<file path="src/verilog/fptd_pkg.sv">
// Summary of operation
// - Single and double formats only, no extended.
// - Nearest and chopped rounding; infinities optional too.
// - Add, sub, mul, div, conversions, compare.
// - Loads, stores, sign copies move bits untouched.
// - Compare same-format operands, true/false answer.
// - Six ordered predicates plus unordered in hardware.
// - Trap on infinity operand, overflow, divide-by-zero.
// - Trap on NaN operand or NaN creation.
// - Accept minus zero; signed zero results correct.
// - Tininess detected after rounding; inexact separate.
// - Trap set is superset; software finishes.
// - Trap choice only from instruction bits.
// - Untrapped underflow gives plus zero, no trap.
// - Trapped underflow gives plus zero and traps.
package fptd_pkg;
  // Operation codes from issue
  typedef enum logic [3:0] {
    fp_load_op, fp_store_op, fp_sign_copy_op, fp_sign_copy_neg_op,
    fp_add_op, fp_sub_op, fp_mul_op, fp_div_op,
    fp_cvt_fmt_op, fp_cvt_to_int_op, fp_cvt_from_int_op, fp_cmp_op
  } fptd_op_t;
  // Compare predicates held by hardware
  typedef enum logic [2:0] {
    PRED_EQ, PRED_NE, PRED_LT, PRED_LE, PRED_GT, PRED_GE, PRED_UN
  } fptd_pred_t;
  // Rounding modes handed to the arithmetic core
  typedef enum logic [1:0] {RND_NEAREST, RND_CHOP, RND_PLUS, RND_MINUS} fptd_rnd_t;
  // Double layout
  localparam int DBL_SIGN = 63;
  localparam int DBL_EXP_HI = 62;
  localparam int DBL_EXP_LO = 52;
  localparam int DBL_FRAC_HI = 51;
  // Single layout, in the low word
  localparam int SGL_SIGN = 31;
  localparam int SGL_EXP_HI = 30;
  localparam int SGL_EXP_LO = 23;
  localparam int SGL_FRAC_HI = 22;
  // Trap cause bit positions
  localparam int CAUSE_NONFIN = 0;
  localparam int CAUSE_NAN = 1;
  localparam int CAUSE_DZE = 2;
  localparam int CAUSE_OVF = 3;
  localparam int CAUSE_UNF = 4;
  localparam int CAUSE_INE = 5;
  localparam int CAUSE_W = 6;
  // Reset and fixed values
  localparam logic [63:0] ZERO_WORD = 64'h0;
  localparam logic [63:0] CMP_TRUE_WORD = 64'h4000000000000000;
  localparam logic [CAUSE_W-1:0] CAUSE_NONE = 6'h0;
endpackage

</file>
<file path="src/verilog/fptd_unit.sv">
`timescale 1ns/1ps
module fptd_unit
  import fptd_pkg::*;
(
  input wire logic ref_clk, // Core clock, 100 MHz
  input wire logic rst_n, // Synchronous reset, active low
  input wire logic opValid, // Instruction issued this cycle
  input wire fptd_op_t opCode, // Operation
  input wire logic fmtDouble, // 1 double, 0 single
  input wire fptd_rnd_t roundMode, // Rounding mode of the instruction
  input wire logic trapUnfEn, // Underflow trap enable bit of the encoding
  input wire logic trapIneEn, // Inexact trap enable bit of the encoding
  input wire fptd_pred_t cmpPred, // Compare predicate
  input wire logic [63:0] opA, // Operand A
  input wire logic [63:0] opB, // Operand B
  input wire logic [63:0] coreResult, // Rounded result of the arithmetic core
  input wire logic coreOverflow, // Core: exponent overflow
  input wire logic coreTiny, // Core: tiny after rounding
  input wire logic coreInexact, // Core: inexact result
  input wire logic coreInvalid, // Core: result would be a NaN
  output logic resultValid, // Result and trap valid, one cycle
  output logic [63:0] result, // Result word
  output logic cmpTrue, // Compare outcome
  output logic trapOut, // Hardware trap request
  output logic [CAUSE_W-1:0] trapCause // Trap causes
);
  // Per-operand classification: A, B and core result
  logic [63:0] word [3];
  logic isSign [3];
  logic isZero [3];
  logic isInf [3];
  logic isNan [3];
  logic isDen [3];
  logic [62:0] mag [3];
  assign word[0] = opA;
  assign word[1] = opB;
  assign word[2] = coreResult;
  // Field decode chosen by format, no extended format exists
  for (genvar i = 0; i < 3; i++) begin : g_cls
    logic expOnes;
    logic expZero;
    logic fracZero;
    assign isSign[i] = fmtDouble ? word[i][DBL_SIGN] : word[i][SGL_SIGN];
    assign expOnes = fmtDouble ? &word[i][DBL_EXP_HI:DBL_EXP_LO]
                               : &word[i][SGL_EXP_HI:SGL_EXP_LO];
    assign expZero = fmtDouble ? ~|word[i][DBL_EXP_HI:DBL_EXP_LO]
                               : ~|word[i][SGL_EXP_HI:SGL_EXP_LO];
    assign fracZero = fmtDouble ? ~|word[i][DBL_FRAC_HI:0] : ~|word[i][SGL_FRAC_HI:0];
    assign isZero[i] = expZero & fracZero; // Either sign of zero accepted
    assign isDen[i] = expZero & ~fracZero;
    assign isInf[i] = expOnes & fracZero;
    assign isNan[i] = expOnes & ~fracZero;
    assign mag[i] = fmtDouble ? word[i][62:0] : {32'h0, word[i][30:0]};
  end

  // Operation class decode
  wire isMove = (opCode == fp_load_op) | (opCode == fp_store_op)
              | (opCode == fp_sign_copy_op) | (opCode == fp_sign_copy_neg_op);
  wire isAddSub = (opCode == fp_add_op) | (opCode == fp_sub_op);
  wire isMulDiv = (opCode == fp_mul_op) | (opCode == fp_div_op);
  wire isCvtF = (opCode == fp_cvt_fmt_op) | (opCode == fp_cvt_to_int_op);
  wire isArith = isAddSub | isMulDiv | isCvtF | (opCode == fp_cvt_from_int_op);
  wire isCmp = opCode == fp_cmp_op;
  wire useA = isAddSub | isMulDiv;
  wire useB = isAddSub | isMulDiv | isCvtF;

  // Operand hazards; integer source of a conversion is not classified
  wire opNonfin = (useA & (isInf[0] | isDen[0])) | (useB & (isInf[1] | isDen[1]));
  wire opNan = (useA & isNan[0]) | (useB & isNan[1]);
  // Divide by zero needs a finite, nonzero dividend; 0/0 makes a NaN instead
  wire divZero = (opCode == fp_div_op) & isZero[1] & ~isZero[0]
               & ~isNan[0] & ~isInf[0];
  wire nanMake = ((opCode == fp_div_op) & isZero[0] & isZero[1]) | coreInvalid;
  wire underflow = coreTiny; // Tininess flagged by the core after rounding

  // Cause vector: instruction bits alone gate optional traps
  logic [CAUSE_W-1:0] arithCause;
  assign arithCause[CAUSE_NONFIN] = opNonfin;
  assign arithCause[CAUSE_NAN] = opNan | nanMake;
  assign arithCause[CAUSE_DZE] = divZero;
  assign arithCause[CAUSE_OVF] = coreOverflow;
  assign arithCause[CAUSE_UNF] = underflow & trapUnfEn;
  assign arithCause[CAUSE_INE] = coreInexact & trapIneEn;
  wire [CAUSE_W-1:0] cmpCause = {4'h0, isNan[0] | isNan[1], 1'b0};
  // Moves never raise anything, even for a signaling NaN
  wire [CAUSE_W-1:0] nxtCause = isArith ? arithCause : (isCmp ? cmpCause : CAUSE_NONE);

  // Compare of same-format operands, sign-magnitude ordering
  wire unord = isNan[0] | isNan[1];
  wire bothZero = isZero[0] & isZero[1];
  // Magnitude order of the two operands, sign handled below
  wire magLt = mag[0] < mag[1];
  wire magGt = mag[1] < mag[0];
  wire eqRaw = bothZero | (mag[0] == mag[1] & isSign[0] == isSign[1]);
  wire ltRaw = ~bothZero & ((isSign[0] & ~isSign[1])
             | (~isSign[0] & ~isSign[1] & magLt) | (isSign[0] & isSign[1] & magGt));
  wire eqOrd = ~unord & eqRaw;
  wire ltOrd = ~unord & ltRaw;
  wire gtOrd = ~unord & ~eqRaw & ~ltRaw;
  logic predHit;
  // Predicate select, seven predicates in hardware
  always_comb begin
    unique case (cmpPred)
      PRED_EQ: predHit = eqOrd;
      PRED_NE: predHit = ~eqOrd;
      PRED_LT: predHit = ltOrd;
      PRED_LE: predHit = ltOrd | eqOrd;
      PRED_GT: predHit = gtOrd;
      PRED_GE: predHit = gtOrd | eqOrd;
      PRED_UN: predHit = unord;
      default: predHit = 1'b0;
    endcase
  end

  // Signed zero of an exact zero result
  wire effSignB = isSign[1] ^ (opCode == fp_sub_op);
  wire addZeroSign = (isSign[0] == effSignB) ? isSign[0] : (roundMode == RND_MINUS);
  wire zeroSign = isAddSub ? addZeroSign : (isMulDiv ? isSign[0] ^ isSign[1] : isSign[2]);
  wire [63:0] signedZero = fmtDouble ? {zeroSign, 63'h0} : {32'h0, zeroSign, 31'h0};
  // Underflow always yields a true plus zero
  wire [63:0] arithWord = underflow ? ZERO_WORD : (isZero[2] ? signedZero : coreResult);
  // Sign copy: sign of A onto B
  wire copySign = isSign[0] ^ (opCode == fp_sign_copy_neg_op);
  wire [63:0] copyWord = fmtDouble ? {copySign, opB[62:0]}
                                   : {opB[63:32], copySign, opB[30:0]};
  logic [63:0] nxtResult;
  // Result select
  always_comb begin
    unique case (opCode)
      fp_load_op, fp_store_op: nxtResult = opA;
      fp_sign_copy_op, fp_sign_copy_neg_op: nxtResult = copyWord;
      fp_cmp_op: nxtResult = predHit ? CMP_TRUE_WORD : ZERO_WORD;
      fp_add_op, fp_sub_op, fp_mul_op, fp_div_op,
      fp_cvt_fmt_op, fp_cvt_to_int_op, fp_cvt_from_int_op: nxtResult = arithWord;
      default: nxtResult = ZERO_WORD;
    endcase
  end

  // Output stage
  logic resultValid_ff;
  logic [63:0] result_ff;
  logic cmpTrue_ff;
  logic [CAUSE_W-1:0] cause_ff;
  always_ff @(posedge ref_clk) begin
    if (!rst_n) begin
      resultValid_ff <= 1'b0;
      result_ff <= ZERO_WORD;
      cmpTrue_ff <= 1'b0;
      cause_ff <= CAUSE_NONE;
    end else begin
      resultValid_ff <= opValid;
      result_ff <= opValid ? nxtResult : ZERO_WORD;
      cmpTrue_ff <= opValid & isCmp & predHit;
      cause_ff <= opValid ? nxtCause : CAUSE_NONE;
    end
  end
  assign resultValid = resultValid_ff;
  assign result = result_ff;
  assign cmpTrue = cmpTrue_ff;
  assign trapCause = cause_ff;
  assign trapOut = |cause_ff;
endmodule

</file>
<file path="config.mk">
export PLATFORM = sky130hd
export DESIGN_NAME = fptd_unit
export DESIGN_NICKNAME = d
export VERILOG_FILES = /design/src/verilog/fptd_pkg.sv /design/src/verilog/fptd_unit.sv
export SDC_FILE = /design/constraint.sdc
export NUM_CORES = 1
export LEC_CHECK = 0
export BUFFER_PORTS_ARGS = -buffer_cell sky130_fd_sc_hd__buf_2
export CAP_MARGIN = 20
export CORE_MARGIN = 5
export CORE_UTILIZATION = 43
export DETAILED_ROUTE_END_ITERATION = 7
export PLACE_DENSITY = 0.75
export SLEW_MARGIN = 20
export SYNTH_ARGS = -nofsm -noshare
export SYNTH_HDL_FRONTEND = slang
export SYNTH_SLANG_ARGS = --single-unit
</file>
<file path="constraint.sdc">
create_clock -name ref_clk -period 6.52 [get_ports ref_clk]
set_input_delay 1.304 -clock ref_clk [delete_from_list [all_inputs] [get_ports ref_clk]]
set_output_delay 1.304 -clock ref_clk [all_outputs]
set_load 0.01 [all_outputs]
</file>
Word level (Yosys, flattened, before mapping)
Cells that the tools add are included.
{"block": "totals", "register_bits": 72, "elab_cells": 155, "in_bits": 211}
{"block": "classes", "n_reduce_logical": 35, "n_mux": 25, "bitwise": 68, "n_lt_le_gt_ge": 2, "n_eq_ne": 21}
{"cell": "two-way mux 64 bit", "count": 4}
{"cell": "case mux 64 bit (4 select lines)", "count": 1}
{"cell": "two-way mux 63 bit", "count": 3}
{"cell": "OR reduction 52 bit", "count": 3}
{"cell": "< comparator 63 bit", "count": 2}
{"cell": "OR reduction 23 bit", "count": 3}
{"cell": "equality test 63 bit", "count": 1}
{"cell": "AND 1 bit", "count": 35}
{"cell": "OR reduction 11 bit", "count": 3}
{"cell": "OR reduction 8 bit", "count": 3}
{"cell": "AND reduction 11 bit", "count": 2}
{"cell": "bitwise OR 1 bit", "count": 18}
{"cell": "equality test 4 x 3 -> 1 bit, second input constant", "count": 4}
{"cell": "equality test 4 bit, second input constant", "count": 4}
{"cell": "AND reduction 8 bit", "count": 2}
{"cell": "two-way mux 1 bit", "count": 14}
{"cell": "logical NOT 1 bit", "count": 12}
{"cell": "inverter 1 bit", "count": 12}
{"cell": "equality test 3 bit, second input constant", "count": 3}
{"cell": "equality test 4 x 2 -> 1 bit, second input constant", "count": 2}
{"cell": "case mux 1 bit (7 select lines)", "count": 1}
{"cell": "OR reduction 7 bit", "count": 1}
{"cell": "equality test 3 x 2 -> 1 bit, second input constant", "count": 2}
{"cell": "two-way mux 6 bit", "count": 1}
{"cell": "other kinds (11)", "count": 15}

Depth between registers and ports, before layout
{"block": "depth", "ltp_word": 13, "mapped_depth": 15, "mapped_depth_nobuf": 11}

Worst setup path before layout
OpenSTA, ideal clock, no wires.
{"block": "synth_path", "path_type": "in2reg", "from": "input port fmtDouble", "to": "register cmpTrue_ff, in the netlist cmpTrue", "path_stages": 15, "path_slack_ns": 2.280, "t_required_ns": 6.402, "path_buffers": 4, "t_arrival_ns": 4.122, "path_cell_list": "buf_4 > buf_2 > clkbuf_1 > clkbuf_1 > nand2_1 > ha_1 > a21o_1 > nand3_2 > a21oi_2 > o31a_1 > or4_4 > a211oi_1 > nor2_1 > a211oi_2 > nor2b_2"}
{"block": "synth_via", "elab_chain_len": 12, "word_cells_on_any_way": 47, "cone_classes": "order compare (2); eq/ne (2); mux (11); bitwise (32)"}
{"item": "from (decl)", "line_no": "fptd_unit.sv:9", "rtl": "input wire logic fmtDouble,"}
{"item": "parallel branches: the longest is 10 deep, another holds < comparator 63 bit"}
{"item": "case mux 1 bit (7 select lines) (*)", "line_no": "fptd_unit.sv:103", "rtl": "unique case (cmpPred)"}
{"item": "AND 1 bit (*)", "line_no": "fptd_unit.sv:153", "rtl": "cmpTrue_ff <= opValid & isCmp & predHit;"}
{"item": "to (signal assigned)", "line_no": "fptd_unit.sv:153"}
{"item": "to (decl)", "line_no": "fptd_unit.sv:142", "rtl": "logic cmpTrue_ff;"}
Every way passes the cells marked *.
A chain may end at the register's enable or synchronous reset.

Worst setup path after layout
Same ends and word-level chain as after synthesis.

==> results.yml <==
synth:
  avgSynthCellArea_um2: 7.57
  yosysWarningCount: 0
  yosysSeqAreaShare_pct: 23.7
  syn_nets: 1080
  ys_ff_latch: 72
  synth_top_flop_cell: "dfxtp_1"
  netlist_instances: 803
  synth_edf_count: 0
  netlist_area_um2: 6080
  ys_types: 59
  async_flop_share_pct: 0
timing:
  slew_headroom_pct: 36.0
  setup_tns_ns: 0
  min_period_ns: 3.81
  fmax_ghz: 0.263
  rsz0062_at_grt: "no"
  max_slew.worst_pin.slew_ns: 0.961
  finalHoldViolCount: 0
  setup_violations: 0
  period_share_pct: 58.4
  slew_viol_final: 0
global_route:
  grt_pass1_wl_um: 35000
  grt_usage_pct: 26.6
  grt_busiest_layer: "met2"
  grt.overflow.total: 0
  grt_use_met1_pct: 31.8
  met3_usage_pct: 5.94
  met2_usage_pct: 46.0
  grt_max_degree: 97
  grt_antenna_before_repair: 4
  grt_pass1_vias: 6971
place:
  hpwlAfterDp_um: 18700
  portBuffers: 283
  gp_congestion: 0.944
floorplanning:
  fp.dieArea_um2: 16600
  die_x_um: 129
  io_pins: 284
  start_util_pct: 43.8
  die_h_um: 129
  fp-row-count: 43
  core_um2: 13900
power_and_ir_drop:
  p_seq_share_pct: 32.1
  power_density_nw_per_um2: 177
  p_int_uw: 984
  p_sw_uw: 428
  p_comb_share_pct: 26.3
  total_leakage_power_nw: 3.76
  ir_drop_uv: 174
  p_sw_share_pct: 30.3
  power_mw: 1.41
  p_clk_share_pct: 41.6
drt:
  wl_um: 23100
  wl_per_cell_um: 18.5
  firstDrtPassIters: 6
  via_per_inst: 5.84
  vias: 7303
  drc_errors: 0
  drtAntennaViolNets: 0
  first_iter_violations: 661
min_path:
  hold_path.class: "in -> reg"
  hold_depth: 2
  holdPathEnd: "trapCause[3]$_SDFF_PN0_"
  min_from: "coreOverflow"
finish:
  areaGrowthSynthToFinish_pct: 31.1
  multi_input_area_um2: 4340
  nets: 1339
  drive_gt1_share_pct: 33.6
  fill_cells: 1344
  regArea_um2: 1440
clocking:
  post_cts_buffers: 0
  cts_tree: "done"
  cts_inserted_buffers: 9
  h-tree-depth: 3
  ctsResizeCount: 0
  cts.sinks: 72
  hold_buffers: 0
  cts-root-buf: "clkbuf_16"
  cts.clk_slew.worst_paths_ns: 0.06
  cts_buffer_depth: 2
critical_path:
  cp-start-kind: "primary input"
  cp.required_ns: 6.76
  end_kind: "flop"
  criticalPathCategory: "in -> reg"
  critPathMaxFanout: 83
  worstPathArrival_ns: 4.05
job:
  drv_cap: 0
run_status:
  status: "completed"
[flip-flops by register name, summed over array words and instances (netlist names)]
signal / count
trapCause: 6
cmpTrue: 1
result: 64
resultValid: 1
[cell usage after synthesis, drive strengths merged, types with 2 or more instances]
library cell | count | share of area (%)
a211oi | 7 | 0.95
a21boi | 4 | 0.49
a21o | 2 | 0.25
a21oi | 35 | 2.9
a221oi | 3 | 0.43
a22oi | 63 | 7.8
and2 | 37 | 3.8
and3 | 5 | 0.51
buf | 6 | 0.51
clkbuf | 34 | 2.1
dfxtp | 72 | 24
ha | 66 | 14
inv | 39 | 2.4
mux2 | 33 | 6.1
mux2i | 5 | 0.82
nand2 | 97 | 6.0
nand2b | 3 | 0.31
nand3 | 14 | 1.2
nand3b | 4 | 0.49
nand4 | 37 | 3.8
nor2 | 89 | 5.5
nor2b | 4 | 0.45
nor3 | 9 | 0.74
nor3b | 2 | 0.25
nor4 | 57 | 6.6
nor4b | 2 | 0.49
o21ai | 50 | 4.2
o31ai | 2 | 0.25
o32ai | 2 | 0.41
or3 | 2 | 0.21
or4 | 2 | 0.31
xor2 | 2 | 0.29
[cell families (layout without fill, tap and decap cells)]
group,Yosys count,after routing,share of synthesized area (%)
multiplexers,38,38,6.94
XOR/XNOR,3,3,0.433
AO/OA/AOI/OAI,178,178,19.2
flip-flops,72,72,23.7
other,0,3,0
AND/OR/NAND/NOR,366,366,31.0
buffers and inverters,79,343,5.02
adder cells (fa/ha/maj),67,67,13.8
[area by class of cell]
type / count / area share (%)
flip-flops and latches: 72 / 18.1
diodes: 3 / 0.0943
inverters: 39 / 1.84
clock buffers: 9 / 2.83
well taps: 180 / 2.83
multi-input cells: 652 / 54.5
repair buffers: 288 / 18.3
clock inverters: 7 / 1.49
[worst max-delay path: stages]
cell	delay [ns]
buf_4	0.51
and2_1	0.23
ha_1	0.24
a21oi_1	0.16
o21ai_1	0.08
a211oi_1	0.23
nor3_1	0.10
or4_4	0.56
a211oi_1	0.26
nor2_1	0.10
a211oi_2	0.21
nor2b_2	0.05
[per-layer routing]
metal  part of all wire, %  wire length [um]  vias to the layer above
met5                 0.056                13                        -
met4                   3.1               717                        2
met3                   9.7              2250                       53
met2                    48             11200                      376
met1                    39              8940                     3387
li1                      -                 -                     3485
[power by group through the flow]
stage | sequential, mW | combinational [mW] | clock [mW]
after floorplan | 0.469 | 0.200 | 0
after global placement | 0.463 | 0.361 | 0
after detailed placement | 0.463 | 0.365 | 0
after CTS | 0.454 | 0.367 | 0.591
after global routing | 0.454 | 0.413 | 0.607
final | 0.454 | 0.371 | 0.587
[how the worst max path moves through the flow]
stage               depth (start not counted)                 end      start  slack, ns
floorplan                                  15  cmpTrue$_SDFF_PN0_  fmtDouble       2.28
global placement                           12  cmpTrue$_SDFF_PN0_  fmtDouble       2.09
detailed placement                         12  cmpTrue$_SDFF_PN0_  fmtDouble       2.00
CTS                                        12  cmpTrue$_SDFF_PN0_  fmtDouble       2.37
global route                               12  cmpTrue$_SDFF_PN0_  fmtDouble       2.43
finish                                     12  cmpTrue$_SDFF_PN0_  fmtDouble       2.71
[cell usage in the layout, fill, tap and decap left out, types with 4 or more instances in the layout]
master     Yosys  final
o21ai_1        8      8
nor4_1        50     50
a21oi_1       34     34
dfxtp_1       72     72
a22oi_1       63     63
and3_1         5      5
nor3_1         9      9
nand2_1       97     96
ha_1          66     66
mux2i_1        5      5
o21ai_0       41     41
buf_2          4    281
nor2_1        89     87
nand4_1       37     37
a211oi_1       6      6
inv_1         39     39
and2_1        36     36
clkbuf_16      0      9
buf_4          1      7
nor4_2         7      7
mux2_2        33     33
nand3_1       13     13
nand3b_1       4      4
[stage by stage]
stage / setup slack, ns / util [%] / std cells / hold WS [ns] / area [um2]
after floorplan: 2.28 / - / 803 / 1.43 / 6080
after global placement: 2.09 / 54.8 / 1231 / 1.51 / 7610
after detailed placement: 2.00 / 54.8 / 1231 / 1.51 / 7610
after CTS: 2.37 / 57.3 / 1247 / 1.15 / 7960
after global routing: 2.43 / 57.4 / 1250 / 1.18 / 7970
final: 2.71 / 57.4 / 1250 / 1.16 / 7970
Power figures use the tool's default switching activity.
